==> src/rtl/siasc_pkg.sv <==
// constants shared by the socket interrupt and status-change block
// What this block does
// - Bits 3-0 pick the card line; 0000,0001,0010,0110,1000,1101 give none.
// - Codes 3,4,5,7,9 to 12,14 and 15 pick the host line of that number.
// - Bit 4 at 0 keeps management routing, at 1 mutes all management irqs.
// - Bit 5 selects memory-only pin use at 0, I/O-and-memory use at 1.
// - Bit 6 at 0 makes card reset active, at 1 inactive; ATA inverts level.
// - Socket output enable at 0 releases card reset, whatever bit 6 holds.
// - Bit 7 with ring-out select makes battery1 ring drive line 15, I/O only.
// - A flag yields a management interrupt only while its enable bit is 1.
// - In memory mode a falling battery1 pin sets flag 0.
// - In I/O mode either edge of the battery1 pin sets flag 0.
// - In I/O mode flag 0 detection ignores control bit 7.
// - In memory mode a falling battery2 pin sets flag 1; not in I/O mode.
// - Memory mode: any ready pin edge sets flag 2; I/O mode: it reads 0.
// - Any edge on either card-detect pin sets flag 3.
// - A status read clears the flags; status bits 7 to 4 read zero.
// - An enabled set flag raises a management irq on the mgmt field line.
package siasc_pkg;

  localparam int ADDR_W   = 8;
  localparam int DATA_W   = 32;
  localparam int WORD_LSB = 2;
  localparam int IDX_W    = ADDR_W - WORD_LSB;
  localparam int REG_W    = 8;
  localparam int LEVEL_W  = 4;
  localparam int IRQ_W    = 16;
  localparam int FLAG_W   = 4;
  localparam int AUX_W    = 3;

  // register indices; byte address is four times the index
  localparam logic [IDX_W-1:0] CTRL_IDX   = 6'h03;
  localparam logic [IDX_W-1:0] STATUS_IDX = 6'h04;
  localparam logic [IDX_W-1:0] MCFG_IDX   = 6'h05;
  localparam logic [IDX_W-1:0] AUX_IDX    = 6'h08;

  localparam int CTRL_LEVEL_MSB = 3;
  localparam int CTRL_MGMT_OFF  = 4;
  localparam int CTRL_IO_MODE   = 5;
  localparam int CTRL_RESET_N   = 6;
  localparam int CTRL_RING      = 7;

  localparam int MCFG_EN_MSB    = 3;
  localparam int MCFG_LEVEL_LSB = 4;
  localparam int MCFG_LEVEL_MSB = 7;

  localparam int FLAG_BATT_DEAD = 0;
  localparam int FLAG_BATT_WARN = 1;
  localparam int FLAG_READY     = 2;
  localparam int FLAG_DETECT    = 3;

  localparam int AUX_OUT_EN   = 0;
  localparam int AUX_RING15   = 1;
  localparam int AUX_ATA      = 2;
  localparam int AUX_PIN_LSB  = 8;

  localparam int PIN_BVD1  = 0;
  localparam int PIN_BVD2  = 1;
  localparam int PIN_READY = 2;
  localparam int PIN_CD1   = 3;
  localparam int PIN_CD2   = 4;
  localparam int PIN_COUNT = 5;

  localparam logic [1:0] RESP_OKAY   = 2'h0;
  localparam logic [1:0] RESP_SLVERR = 2'h2;

  localparam logic [REG_W-1:0]  CTRL_RESET  = 8'h00;
  localparam logic [REG_W-1:0]  MCFG_RESET  = 8'h00;
  localparam logic [AUX_W-1:0]  AUX_RESET   = 3'h0;
  localparam logic [FLAG_W-1:0] FLAG_RESET  = 4'h0;

  // host lines 3,4,5,7,9,10,11,12,14,15
  localparam logic [IRQ_W-1:0] IRQ_VALID_MASK = 16'hDEB8;
  localparam logic [IRQ_W-1:0] IRQ_ONE        = 16'h0001;
  localparam int               IRQ_RING_LINE  = 15;

  localparam logic [1:0] SYNC_FILL_DONE = 2'h3;

endpackage

==> src/rtl/siasc_route_if.sv <==
// carrier between the control core and the host line router
`timescale 1ns/1ps
interface siasc_route_if;
  import siasc_pkg::*;
  logic [LEVEL_W-1:0] card_level;
  logic [LEVEL_W-1:0] mgmt_level;
  logic               card_req;
  logic               mgmt_req;
  logic               ring15;
  logic [IRQ_W-1:0]   irq_lines;

  modport core (output card_level, mgmt_level, card_req, mgmt_req, ring15,
                input  irq_lines);
  modport router (input  card_level, mgmt_level, card_req, mgmt_req, ring15,
                  output irq_lines);
endinterface

==> src/rtl/siasc_router.sv <==
// host interrupt line steering for card, management and ring sources
`timescale 1ns/1ps
module siasc_router
  import siasc_pkg::*;
(
  siasc_route_if.router bus
);

  // reserved and disabled codes fall outside the mask
  function automatic logic [IRQ_W-1:0] decode(input logic [LEVEL_W-1:0] code);
    decode = (IRQ_ONE << code) & IRQ_VALID_MASK;
  endfunction

  always_comb begin
    bus.irq_lines = '0;
    if (bus.card_req) begin
      bus.irq_lines = bus.irq_lines | decode(bus.card_level);
    end
    if (bus.mgmt_req) begin
      bus.irq_lines = bus.irq_lines | decode(bus.mgmt_level);
    end
    if (bus.ring15) begin
      bus.irq_lines[IRQ_RING_LINE] = 1'b1;
    end
  end

endmodule

==> src/rtl/siasc_pin_sync.sv <==
// three-stage socket pin synchroniser with filtered edge pulses
`timescale 1ns/1ps
module siasc_pin_sync
  import siasc_pkg::*;
(
  input  wire logic                 clk,
  input  wire logic                 rst,
  input  wire logic [PIN_COUNT-1:0] pins,
  output logic      [PIN_COUNT-1:0] level,
  output logic      [PIN_COUNT-1:0] rise,
  output logic      [PIN_COUNT-1:0] fall
);

  typedef struct packed {
    logic [PIN_COUNT-1:0] s1;
    logic [PIN_COUNT-1:0] s2;
    logic [PIN_COUNT-1:0] s3;
    logic [PIN_COUNT-1:0] level;
    logic [PIN_COUNT-1:0] rise;
    logic [PIN_COUNT-1:0] fall;
    logic [1:0]           fill;
  } siasc_sync_state_type;

  siasc_sync_state_type s;
  siasc_sync_state_type next_s;
  logic [PIN_COUNT-1:0] agree;
  logic [PIN_COUNT-1:0] change;

  always_comb begin
    next_s = s;
    agree  = ~(s.s2 ^ s.s3);
    change = agree & (s.s3 ^ s.level);
    next_s.s1   = pins;
    next_s.s2   = s.s1;
    next_s.s3   = s.s2;
    next_s.rise = '0;
    next_s.fall = '0;
    if (s.fill != SYNC_FILL_DONE) begin
      // first settled level after reset is loaded without an edge
      next_s.fill  = s.fill + 2'h1;
      next_s.level = s.s2;
    end else begin
      next_s.level = (s.level & ~agree) | (s.s3 & agree);
      next_s.rise  = change & s.s3;
      next_s.fall  = change & ~s.s3;
    end
  end

  always_ff @(posedge clk) begin
    if (rst) begin
      s <= '0;
    end else begin
      s <= next_s;
    end
  end

  assign level = s.level;
  assign rise  = s.rise;
  assign fall  = s.fall;

endmodule

==> src/rtl/siasc_top.sv <==
// socket interrupt steering, general control and status-change flags
`timescale 1ns/1ps
module siasc_top
  import siasc_pkg::*;
(
  input  wire logic              CORE_CLK,
  input  wire logic              SYS_RST,
  input  wire logic [ADDR_W-1:0] S_AXI_AWADDR,
  input  wire logic              S_AXI_AWVALID,
  output logic                   S_AXI_AWREADY,
  input  wire logic [DATA_W-1:0] S_AXI_WDATA,
  input  wire logic [3:0]        S_AXI_WSTRB,
  input  wire logic              S_AXI_WVALID,
  output logic                   S_AXI_WREADY,
  output logic [1:0]             S_AXI_BRESP,
  output logic                   S_AXI_BVALID,
  input  wire logic              S_AXI_BREADY,
  input  wire logic [ADDR_W-1:0] S_AXI_ARADDR,
  input  wire logic              S_AXI_ARVALID,
  output logic                   S_AXI_ARREADY,
  output logic [DATA_W-1:0]      S_AXI_RDATA,
  output logic [1:0]             S_AXI_RRESP,
  output logic                   S_AXI_RVALID,
  input  wire logic              S_AXI_RREADY,
  input  wire logic              CARD_READY_IRQ_PIN,
  input  wire logic              BATTERY1_STATUS_RING_PIN,
  input  wire logic              BATTERY2_SPEAKER_PIN,
  input  wire logic              CARD_DETECT_ONE,
  input  wire logic              CARD_DETECT_TWO,
  output logic [IRQ_W-1:0]       HOST_IRQ,
  output logic                   CARD_RESET_OUT,
  output logic                   CARD_RESET_OE,
  output logic                   IO_INTERFACE_MODE
);

  // ==========================================================================
  // state
  typedef struct packed {
    logic               awready;
    logic               wready;
    logic               bvalid;
    logic [1:0]         bresp;
    logic               aw_got;
    logic               w_got;
    logic [IDX_W-1:0]   waddr;
    logic [REG_W-1:0]   wdata;
    logic               wstb;
    logic               arready;
    logic               rvalid;
    logic [1:0]         rresp;
    logic [DATA_W-1:0]  rdata;
    logic [REG_W-1:0]   ctrl;
    logic [REG_W-1:0]   mcfg;
    logic [AUX_W-1:0]   aux;
    logic [FLAG_W-1:0]  flags;
    logic [IRQ_W-1:0]   irq;
    logic               rst_out;
    logic               rst_oe;
    logic               io_mode;
  } siasc_top_state_type;

  siasc_top_state_type  s;
  siasc_top_state_type  next_s;
  logic [PIN_COUNT-1:0] pin_raw;
  logic [PIN_COUNT-1:0] pin_level;
  logic [PIN_COUNT-1:0] pin_rise;
  logic [PIN_COUNT-1:0] pin_fall;
  logic [PIN_COUNT-1:0] pin_edge;
  logic [FLAG_W-1:0]    flag_set;
  logic [FLAG_W-1:0]    flag_vis;
  logic                 read_clear;
  logic                 io;
  logic                 card_req;
  logic                 mgmt_req;
  logic                 ring15;
  logic                 wr_fire;
  logic                 ar_fire;
  logic [IDX_W-1:0]     ar_idx;

  siasc_route_if rt ();

  // ==========================================================================
  // socket pins and router
  assign pin_raw = {CARD_DETECT_TWO, CARD_DETECT_ONE, CARD_READY_IRQ_PIN,
                    BATTERY2_SPEAKER_PIN, BATTERY1_STATUS_RING_PIN};

  siasc_pin_sync u_sync (
    .clk   (CORE_CLK),
    .rst   (SYS_RST),
    .pins  (pin_raw),
    .level (pin_level),
    .rise  (pin_rise),
    .fall  (pin_fall)
  );

  siasc_router u_router (
    .bus (rt)
  );

  assign io       = s.ctrl[CTRL_IO_MODE];
  assign pin_edge = pin_rise | pin_fall;
  assign wr_fire  = s.aw_got && s.w_got && !s.bvalid;
  assign ar_fire  = S_AXI_ARVALID && s.arready;
  assign ar_idx   = S_AXI_ARADDR[ADDR_W-1:WORD_LSB];

  // ==========================================================================
  // status-change detection
  always_comb begin
    flag_set = '0;
    if (io) begin
      flag_set[FLAG_BATT_DEAD] = pin_edge[PIN_BVD1];
    end else begin
      flag_set[FLAG_BATT_DEAD] = pin_fall[PIN_BVD1];
      flag_set[FLAG_BATT_WARN] = pin_fall[PIN_BVD2];
      flag_set[FLAG_READY]     = pin_edge[PIN_READY];
    end
    flag_set[FLAG_DETECT] = pin_edge[PIN_CD1] | pin_edge[PIN_CD2];
  end

  always_comb begin
    flag_vis = s.flags;
    flag_vis[FLAG_READY] = s.flags[FLAG_READY] & ~io;
  end

  // ==========================================================================
  // interrupt sources
  // card interrupt request is active low and only exists in I/O mode
  assign card_req = io & ~pin_level[PIN_READY];
  assign mgmt_req = ~s.ctrl[CTRL_MGMT_OFF] &
                    (|(flag_vis & s.mcfg[MCFG_EN_MSB:0]));
  // ring indicate is active low on the battery1 pin
  assign ring15   = io & s.ctrl[CTRL_RING] & s.aux[AUX_RING15] &
                    ~pin_level[PIN_BVD1];

  assign rt.card_level = s.ctrl[CTRL_LEVEL_MSB:0];
  assign rt.mgmt_level = s.mcfg[MCFG_LEVEL_MSB:MCFG_LEVEL_LSB];
  assign rt.card_req   = card_req;
  assign rt.mgmt_req   = mgmt_req;
  assign rt.ring15     = ring15;

  // ==========================================================================
  // register bus and next state
  always_comb begin
    next_s     = s;
    read_clear = 1'b0;
    if (S_AXI_BREADY && s.bvalid) begin
      next_s.bvalid = 1'b0;
    end
    if (S_AXI_RREADY && s.rvalid) begin
      next_s.rvalid = 1'b0;
    end
    if (S_AXI_AWVALID && s.awready) begin
      next_s.aw_got = 1'b1;
      next_s.waddr  = S_AXI_AWADDR[ADDR_W-1:WORD_LSB];
    end
    if (S_AXI_WVALID && s.wready) begin
      next_s.w_got = 1'b1;
      next_s.wdata = S_AXI_WDATA[REG_W-1:0];
      next_s.wstb  = S_AXI_WSTRB[0];
    end
    if (wr_fire) begin
      next_s.aw_got = 1'b0;
      next_s.w_got  = 1'b0;
      next_s.bvalid = 1'b1;
      next_s.bresp  = RESP_OKAY;
      case (s.waddr)
        CTRL_IDX: begin
          if (s.wstb) begin
            next_s.ctrl = s.wdata;
          end
        end
        MCFG_IDX: begin
          if (s.wstb) begin
            next_s.mcfg = s.wdata;
          end
        end
        AUX_IDX: begin
          if (s.wstb) begin
            next_s.aux = s.wdata[AUX_W-1:0];
          end
        end
        // flags are read-to-clear, writes have no effect
        STATUS_IDX: next_s.bresp = RESP_OKAY;
        default:    next_s.bresp = RESP_SLVERR;
      endcase
    end
    if (ar_fire) begin
      next_s.rvalid = 1'b1;
      next_s.rresp  = RESP_OKAY;
      next_s.rdata  = '0;
      case (ar_idx)
        CTRL_IDX: next_s.rdata[REG_W-1:0] = s.ctrl;
        STATUS_IDX: begin
          next_s.rdata[FLAG_W-1:0] = flag_vis;
          read_clear = 1'b1;
        end
        MCFG_IDX: next_s.rdata[REG_W-1:0] = s.mcfg;
        AUX_IDX: begin
          next_s.rdata[AUX_W-1:0] = s.aux;
          next_s.rdata[AUX_PIN_LSB +: PIN_COUNT] = pin_level;
        end
        default: next_s.rresp = RESP_SLVERR;
      endcase
    end
    // a new edge in the clearing cycle survives the read
    next_s.flags   = (s.flags & ~{FLAG_W{read_clear}}) | flag_set;
    next_s.awready = !next_s.aw_got && !next_s.bvalid;
    next_s.wready  = !next_s.w_got && !next_s.bvalid;
    next_s.arready = !next_s.rvalid;
    next_s.irq     = rt.irq_lines;
    next_s.rst_out = ~s.ctrl[CTRL_RESET_N] ^ s.aux[AUX_ATA];
    next_s.rst_oe  = s.aux[AUX_OUT_EN];
    next_s.io_mode = io;
  end

  always_ff @(posedge CORE_CLK) begin
    if (SYS_RST) begin
      s       <= '0;
      s.ctrl  <= CTRL_RESET;
      s.mcfg  <= MCFG_RESET;
      s.aux   <= AUX_RESET;
      s.flags <= FLAG_RESET;
    end else begin
      s <= next_s;
    end
  end

  assign S_AXI_AWREADY     = s.awready;
  assign S_AXI_WREADY      = s.wready;
  assign S_AXI_BVALID      = s.bvalid;
  assign S_AXI_BRESP       = s.bresp;
  assign S_AXI_ARREADY     = s.arready;
  assign S_AXI_RVALID      = s.rvalid;
  assign S_AXI_RRESP       = s.rresp;
  assign S_AXI_RDATA       = s.rdata;
  assign HOST_IRQ          = s.irq;
  assign CARD_RESET_OUT    = s.rst_out;
  assign CARD_RESET_OE     = s.rst_oe;
  assign IO_INTERFACE_MODE = s.io_mode;

  // ==========================================================================
  // checks
  chk_card_level_route: assert property (
    @(posedge CORE_CLK) disable iff (SYS_RST)
    (card_req && IRQ_VALID_MASK[s.ctrl[CTRL_LEVEL_MSB:0]])
      |=> HOST_IRQ[$past(s.ctrl[CTRL_LEVEL_MSB:0])])
    else $error("card interrupt not on selected line");

  chk_reserved_quiet: assert property (
    @(posedge CORE_CLK) disable iff (SYS_RST)
    (!(card_req && IRQ_VALID_MASK[s.ctrl[CTRL_LEVEL_MSB:0]]) &&
     !(mgmt_req && IRQ_VALID_MASK[s.mcfg[MCFG_LEVEL_MSB:MCFG_LEVEL_LSB]]) &&
     !ring15) |=> (HOST_IRQ == '0))
    else $error("host line driven without a valid source");

  chk_mgmt_suppress: assert property (
    @(posedge CORE_CLK) disable iff (SYS_RST)
    s.ctrl[CTRL_MGMT_OFF] |=> (HOST_IRQ == '0) or $past(card_req || ring15))
    else $error("management interrupt not suppressed");

  chk_mode_follows: assert property (
    @(posedge CORE_CLK) disable iff (SYS_RST)
    (wr_fire && s.waddr == CTRL_IDX && s.wstb)
      |=> ##1 (IO_INTERFACE_MODE == $past(s.wdata[CTRL_IO_MODE], 2)))
    else $error("interface mode did not follow control write");

  chk_reset_level: assert property (
    @(posedge CORE_CLK) disable iff (SYS_RST)
    !SYS_RST |=> (CARD_RESET_OUT ==
         ($past(!s.ctrl[CTRL_RESET_N]) ^ $past(s.aux[AUX_ATA]))))
    else $error("card reset level wrong");

  chk_reset_float: assert property (
    @(posedge CORE_CLK) disable iff (SYS_RST)
    !s.aux[AUX_OUT_EN] |=> !CARD_RESET_OE)
    else $error("card reset driven while outputs disabled");

  chk_ring_line: assert property (
    @(posedge CORE_CLK) disable iff (SYS_RST)
    (io && s.ctrl[CTRL_RING] && s.aux[AUX_RING15] && !pin_level[PIN_BVD1])
      |=> HOST_IRQ[IRQ_RING_LINE])
    else $error("ring indicate not on line 15");

  chk_mgmt_enable: assert property (
    @(posedge CORE_CLK) disable iff (SYS_RST)
    ((s.mcfg[MCFG_EN_MSB:0] == '0) && !card_req && !ring15)
      |=> (HOST_IRQ == '0))
    else $error("management interrupt without enabled flag");

  chk_dead_fall: assert property (
    @(posedge CORE_CLK) disable iff (SYS_RST)
    (!io && pin_fall[PIN_BVD1]) |=> s.flags[FLAG_BATT_DEAD])
    else $error("battery dead edge lost");

  chk_status_any_edge: assert property (
    @(posedge CORE_CLK) disable iff (SYS_RST)
    (io && pin_edge[PIN_BVD1]) |=> s.flags[FLAG_BATT_DEAD])
    else $error("status change edge lost in I/O mode");

  chk_warn_fall: assert property (
    @(posedge CORE_CLK) disable iff (SYS_RST)
    (!io && pin_fall[PIN_BVD2]) |=> s.flags[FLAG_BATT_WARN])
    else $error("battery warning edge lost");

  chk_ready_io_zero: assert property (
    @(posedge CORE_CLK) disable iff (SYS_RST)
    (ar_fire && ar_idx == STATUS_IDX && io) |=> !S_AXI_RDATA[FLAG_READY])
    else $error("ready flag visible in I/O mode");

  chk_detect_edge: assert property (
    @(posedge CORE_CLK) disable iff (SYS_RST)
    (pin_edge[PIN_CD1] || pin_edge[PIN_CD2]) |=> s.flags[FLAG_DETECT])
    else $error("card detect edge lost");

  chk_read_clears: assert property (
    @(posedge CORE_CLK) disable iff (SYS_RST)
    (ar_fire && ar_idx == STATUS_IDX && flag_set == '0)
      |=> (s.flags == '0) && (S_AXI_RDATA[REG_W-1:FLAG_W] == '0))
    else $error("status read did not clear flags");

  chk_mgmt_line: assert property (
    @(posedge CORE_CLK) disable iff (SYS_RST)
    (mgmt_req && IRQ_VALID_MASK[s.mcfg[MCFG_LEVEL_MSB:MCFG_LEVEL_LSB]])
      |=> HOST_IRQ[$past(s.mcfg[MCFG_LEVEL_MSB:MCFG_LEVEL_LSB])])
    else $error("management interrupt not on selected line");

endmodule

==> config.mk <==
export PLATFORM = sky130hd
export DESIGN_NAME = siasc_top
export DESIGN_NICKNAME = d
export VERILOG_FILES = /design/src/rtl/siasc_pkg.sv /design/src/rtl/siasc_route_if.sv /design/src/rtl/siasc_router.sv /design/src/rtl/siasc_pin_sync.sv /design/src/rtl/siasc_top.sv
export SDC_FILE = /design/constraint.sdc
export NUM_CORES = 1
export LEC_CHECK = 0
export BUFFER_PORTS_ARGS = -buffer_cell sky130_fd_sc_hd__buf_2
export CORE_MARGIN = 1.5
export CORE_UTILIZATION = 45
export DETAILED_ROUTE_END_ITERATION = 12
export PLACE_DENSITY = 0.68
export SLEW_MARGIN = 20
export SYNTH_ARGS = -nofsm -noshare
export SYNTH_HDL_FRONTEND = slang
export SYNTH_SLANG_ARGS = --single-unit
==> constraint.sdc <==
create_clock -name CORE_CLK -period 1.68 [get_ports CORE_CLK]
set_clock_uncertainty 0.2 [all_clocks]
set_input_delay 0.336 -clock CORE_CLK [delete_from_list [all_inputs] [get_ports CORE_CLK]]
set_output_delay 0.336 -clock CORE_CLK [all_outputs]
set_load 0.01 [all_outputs]
==> results.ini, run 1 <==
[outcome]
status=complete, no violations

[detailed_routing]
first_pass_iters=4
drc=0
wl_per_cell_microns=12.69
drt_iter0_drc=124
drt_wl_total_microns=8285
ant_nets=0
routed-via-count=3212
avgViaCountPerCell=4.919

[pwr]
p_per_area_nw_per_um2=909.0
p_leak_nw=2.126
power_mw=4.428
ir_worst_vdd_v=0.0004211

[setup_path]
start_kind=register
end_kind=register
cp_max_fo=8
crit_required_ns=1.71
cp.arrival_ns=1.64
cp_cell_sequence=nor4b_2 > nand3_4 > mux2i_1 > nor2_1
slowest_stage=nor4b_2
critical_path_class=register to register
crit_path_max_incr_delay_ns=0.43

[timing]
slew_violations=0
fin_ws_ns=0.07423
fin_crit_sh_pct=95.58
min_period_ns=1.606
max-slew-margin-rel_pct=66.74
tightest_slew_ns=0.4977
rsz0062_at_grt=yes
fmax_mhz=622.8
finalSetupViolCount=0
hold_violations=0

[grt]
grtUsageTotal_pct=16.30
grt_use_met1_pct=20.16
met2_usage_pct=27.98
grt_max_degree=44
grt_remaining_overflow=0
grt_antenna_before_repair=0
grt_pass1_wl_microns=13080
grt_util_met3_pct=3.382
grt.busiest_layer=met2
grt_pass1_vias=2875

[final_layout]
syn_to_final_growth_pct=12.35
seqCellArea_sq_um=2082
drive_above_1_share_pct=20.23
nets=584
antennaDiodeCount=0
fillers=908
multi_input_area_sq_um=1878

[synthesis]
synth-async-reset-ratio_pct=0
syn-cell-area_sq_um=4335
ys_seq_elements=104
synth_ff_type=dfxtp_1
synth_edf_count=0
avgSynthCellArea_sq_um=9.323
yosysWarnings=0
ys_seq_area_share_pct=48.02
yosys-top-cells-area=dfxtp_1, buf_4, mux2i_1, nor2_1, nand2_1
syn_inst=465
ys_types=51
yosysTopAreaCell=dfxtp_1
netlist.area_leader.share_pct=48.02

[clock_tree]
clockBufferDepth=2
htreeDepth=3
clkTransAtPathRegs_ns=0.10
insertion_delay_ns=0.36
cts_tree=done
cts_buffers=9
cts.sinks=104
cts_root_buffer=clkbuf_8

[floorplanning]
fp-row-count=35
die_w_microns=101.2
die-area_sq_um=10230
die_h_microns=101.2
io_pins=124
fp.coreArea_sq_um=9284
start_util_pct=46.70

[place]
hpwlAfterDp_microns=5998
pre_cts_ws_ns=-0.01055
port_buffers=65
place.gp.congestion=0.8683

[run]
cap_viol_max_count=0

[worst_hold_path]
min_path_type=input port to register

## synthesized netlist by cell type, types with 4 or more instances
cell / instances
clkbuf_1: 13
nand4b_1: 4
dfxtp_1: 104
a22oi_1: 5
a21o_1: 5
nand2b_1: 8
nand3_1: 13
nand4_1: 4
buf_4: 54
nand2_1: 45
o21ai_0: 11
a221oi_1: 4
mux2i_1: 21
nor2b_1: 20
nor4b_1: 6
nor3_1: 14
nor2_1: 47
o22ai_1: 5
a21oi_1: 28
## layout make-up
class / count / share of cell area (%)
clock buffers: 11 / 3.108
multi-input cells: 314 / 38.56
repair buffers: 89 / 11.41
clock inverters: 5 / 0.7963
well taps: 129 / 3.314
flip-flops and latches: 104 / 42.74
inverters: 1 / 0.07706
## kinds of logic after synthesis
group | count (synthesis) | share of synthesized area, %
DFF | 104 | 48.02
other | 1 | 0.08650
muxes | 21 | 4.848
xor gates and xnor gates | 2 | 0.4041
and+or+nand+nor | 192 | 24.62
adders and majority gates | 1 | 0.2886
AOI/OAI and AO/OA | 71 | 10.36
buffers and inverters | 73 | 11.37
## path summary, 6_finish.rpt
check	from	to	slack, ns	cells after the start
min reg2reg	u_sync.next_s[23]$_SDFF_PP0_	u_sync.next_s[18]$_SDFF_PP0_	0.25	1
min	S_AXI_WDATA[6]	s[85]$_SDFFE_PP0P_	0.02	3
max reg2reg	s[92]$_SDFFE_PP0P_	s[29]$_SDFFE_PP0P_	0.07	4
max	s[92]$_SDFFE_PP0P_	s[29]$_SDFFE_PP0P_	0.07	4
## power breakdown
group	internal (mW)	switching, mW	leakage (nW)
combinational	0.161	0.209	1.18
clock	0.631	0.836	0.0963
sequential	2.54	0.0558	0.845
total	3.33	1.10	2.13
## per-layer routing
layer	wire length [microns]	vias up
met4	87	0
met1	3905	1474
li1	-	1642
met3	359	5
met2	3933	91
met5	0	-
## cell usage in the layout, fill, tap and decap left out, drive strengths merged, types with 15 or more instances in the layout
cell type	n
nor3	15
conb	27
buf	79
nand2	45
nor2b	20
a21oi	28
nor2	47
nand3	15
dfxtp	104
mux2i	21
## timing repair
item | in CTS | in global routing
pin swaps | 0 | 1
endpoints found under the setup margin | 3 | 16
gates resized for setup | 1 | 3
hold buffers | 10 | 0
setup buffers | 0 | 1
hold endpoints to repair | 10 | 0
## worst max-delay path, delay by kind of cell, from the launching register on
| family | cells | cell delay, ns |
|---|---|---|
| mux | 1 | 0.22 |
| flops | 1 | 0.36 |
| simple gates | 3 | 0.71 |
## sequential cells by signal (all words and copies together), names as in the netlist, 3 cells and up, named ones only
signal / count
HOST_IRQ: 10
S_AXI_RDATA: 13
flag_vis: 3
rt.card_level: 4
rt.mgmt_level: 4
s: 27
u_sync.fall: 5
u_sync.next_s: 10
u_sync.rise: 4
u_sync.s: 7
## through the flow
step | std cells | TNS (ns) | cell area [sq um] | utilization [%] | hold WS [ns]
final | 653 | 0 | 4871 | 52.47 | 0.01678
after global placement | 626 | 0 | 4553 | 49.04 | 0.2224
after detailed placement | 626 | -0.01055 | 4553 | 49.04 | 0.2246
after global routing | 653 | -0.06452 | 4871 | 52.47 | 0.003658
after floorplan | 491 | 0 | 4433 | - | 0.2138
after CTS | 652 | 0 | 4851 | 52.25 | 0.001630
Power figures use the tool's default switching activity.
==> inputs of run 2 (changes only) <==
- MAX_ROUTING_LAYER: default -> met4
==> run 2 against run 1 <==
Via count increased by 0.34%; core utilization up 0.35 points; total power decreased by 1.1%; sequential power about the same; sequential share of layout area decreased by 0.28 points; critical path depth did not move; non-clock buffer count is 3 higher; register-to-register slack about the same; combinational power increased by 3%.
==> results.ini, run 2 (synthesis gave the netlist of run 1 again) <==
[final_layout]
fillers=905  ; was 908
top_register=s  ; unchanged
antennaDiodeCount=0  ; unchanged
fin_util_pct=52.82  ; was 52.47%
syn_to_final_growth_pct=13.10  ; was 12.35%
layout_commonest_cell=dfxtp_1  ; unchanged
nets=587  ; was 584
largest_register_ffs=27  ; unchanged
drive_above_1_share_pct=20.49  ; was 20.23%
final_cell_mix=dfxtp_1, buf_2, nor2_1, nand2_1, a21oi_1  ; unchanged

[setup_path]
cp_cell_sequence=nor4b_2 > nand3_4 > mux2i_1 > nor2_1  ; unchanged
crit_required_ns=1.72  ; was 1.71 ns
critical_path_class=register to register  ; unchanged
start_kind=register  ; unchanged
cp.arrival_ns=1.65  ; was 1.64 ns
cp_num_buf_inv=0  ; unchanged
cp_max_fo=8  ; unchanged
slowest_stage=dfxtp_1  ; was nor4b_2
crit_path_max_incr_delay_ns=0.43  ; about the same
end_kind=register  ; unchanged
crit_family=simple AND/OR/NAND/NOR gates  ; unchanged

[timing]
holdWs_ns=0.02335  ; was 0.01678 ns
finalSetupViolCount=0  ; unchanged
fmax_mhz=620.9  ; was 622.8 MHz
fin_ws_ns=0.06940  ; was 0.07423 ns
rsz0062_at_grt=yes  ; unchanged
min_period_ns=1.611  ; was 1.606 ns
slew_violations=0  ; unchanged
fin_crit_sh_pct=95.87  ; was 95.58%
finalSetupTns_ns=0  ; unchanged
hold_violations=0  ; unchanged

[detailed_routing]
routed-via-count=3223  ; was 3212
drt_wl_total_microns=8444  ; was 8285 microns
wl_per_cell_microns=12.87  ; was 12.69 microns
drc=0  ; unchanged
drt_iter0_drc=134  ; was 124
first_pass_iters=4  ; unchanged
ant_nets=0  ; unchanged
avgViaCountPerCell=4.913  ; was 4.919

[grt]
grt_antenna_before_repair=0  ; unchanged
grtUsageTotal_pct=17.08  ; was 16.30%
grt_pass1_vias=2852  ; was 2875
grt_max_degree=42  ; was 44
grt_remaining_overflow=0  ; unchanged
grt_pass1_wl_microns=13340  ; was 13080 microns

[floorplanning]
fp.coreArea_sq_um=9284  ; unchanged
start_util_pct=46.70  ; unchanged
fp-row-count=35  ; unchanged
io_pins=124  ; unchanged
die_h_microns=101.2  ; unchanged
die_w_microns=101.2  ; unchanged
die-area_sq_um=10230  ; unchanged

[place]
place.gp.congestion=0.8600  ; was 0.8683
port_buffers=65  ; unchanged
hpwlAfterDp_microns=5958  ; was 5998 microns
pre_cts_ws_ns=-0.03105  ; was -0.01055 ns

[run]
cap_viol_max_count=0  ; unchanged

[clock_tree]
cts.sinks=104  ; unchanged
post_cts_buffers=0  ; unchanged
insertion_delay_ns=0.36  ; about the same
clockBufferDepth=2  ; unchanged
cts_buffers=9  ; unchanged
cts_root_buffer=clkbuf_8  ; unchanged
htreeDepth=3  ; unchanged
clkTransAtPathRegs_ns=0.09  ; was 0.10 ns
cts_tree=done  ; unchanged

[pwr]
p_leak_nw=2.135  ; was 2.126 nW
p_per_area_nw_per_um2=893.1  ; was 909.0 nW/um^2
ir_worst_vdd_v=0.0004066  ; was 0.0004211 V

[worst_hold_path]
min_path_type=input port to register  ; unchanged

[outcome]
status=complete, no violations  ; unchanged

[run 2: what timing repair did]
action,in CTS,in global routing
hold endpoints to repair,13,0
hold buffers,13,0
setup endpoints to repair,0,18
resized for setup,0,7
[run 2: where the power goes]
group	total, mW	switching, mW	internal, mW
logic	0.380	0.211	0.169
clock network	1.41	0.853	0.552
registers	2.59	0.0578	2.54
[run 2: metrics by stage]
step	cells	cell area, sq um	power [mW]
2_1_floorplan	491	4433	2.930
3_3_place_gp	627	4561	2.990
3_5_place_dp	627	4561	2.999
4_1_cts	656	4867	4.421
5_1_grt	656	4903	4.568
6_report	656	4903	4.379
[run 2: layout make-up]
class / count / area, sq um / share of cell area (%)
Clock inverter: 7 / 52.55 / 1.072
Sequential cell: 104 / 2082 / 42.46
Tap cell: 129 / 161.4 / 3.292
Inverter: 1 / 3.754 / 0.07655
Clock buffer: 9 / 123.9 / 2.526
Multi-Input combinational cell: 314 / 1894 / 38.63
Timing Repair Buffer: 92 / 585.6 / 11.94
[run 2: final timing paths]
path | from | to | slack [ns] | cells after the start
max | s[89]$_SDFFE_PP0P_ | rt.mgmt_level[1]$_SDFFE_PP0P_ | 0.07 | 4
min | S_AXI_AWADDR[3] | s[88]$_SDFFE_PP0P_ | 0.02 | 3
max reg2reg | s[89]$_SDFFE_PP0P_ | rt.mgmt_level[1]$_SDFFE_PP0P_ | 0.07 | 4
min reg2reg | u_sync.next_s[23]$_SDFF_PP0_ | u_sync.next_s[18]$_SDFF_PP0_ | 0.25 | 1
[run 2: worst min-delay path, stage by stage]
cell and delay [ns]:
buf_2 0.10, nand3_1 0.05, a21oi_1 0.05
[run 2: routing by layer]
| metal | global-route usage (%) | wire length (microns) | part of all wire, % | vias to the layer above |
|---|---|---|---|---|
| li1 | - | - | - | 1657 |
| met1 | 20.98 | 3952 | 47 | 1482 |
| met2 | 27.88 | 4068 | 48 | 73 |
| met3 | 3.106 | 299 | 3.5 | 11 |
| met4 | 6.731 | 124 | 1.5 | 0 |
| met5 | - | 0 | 0 | - |
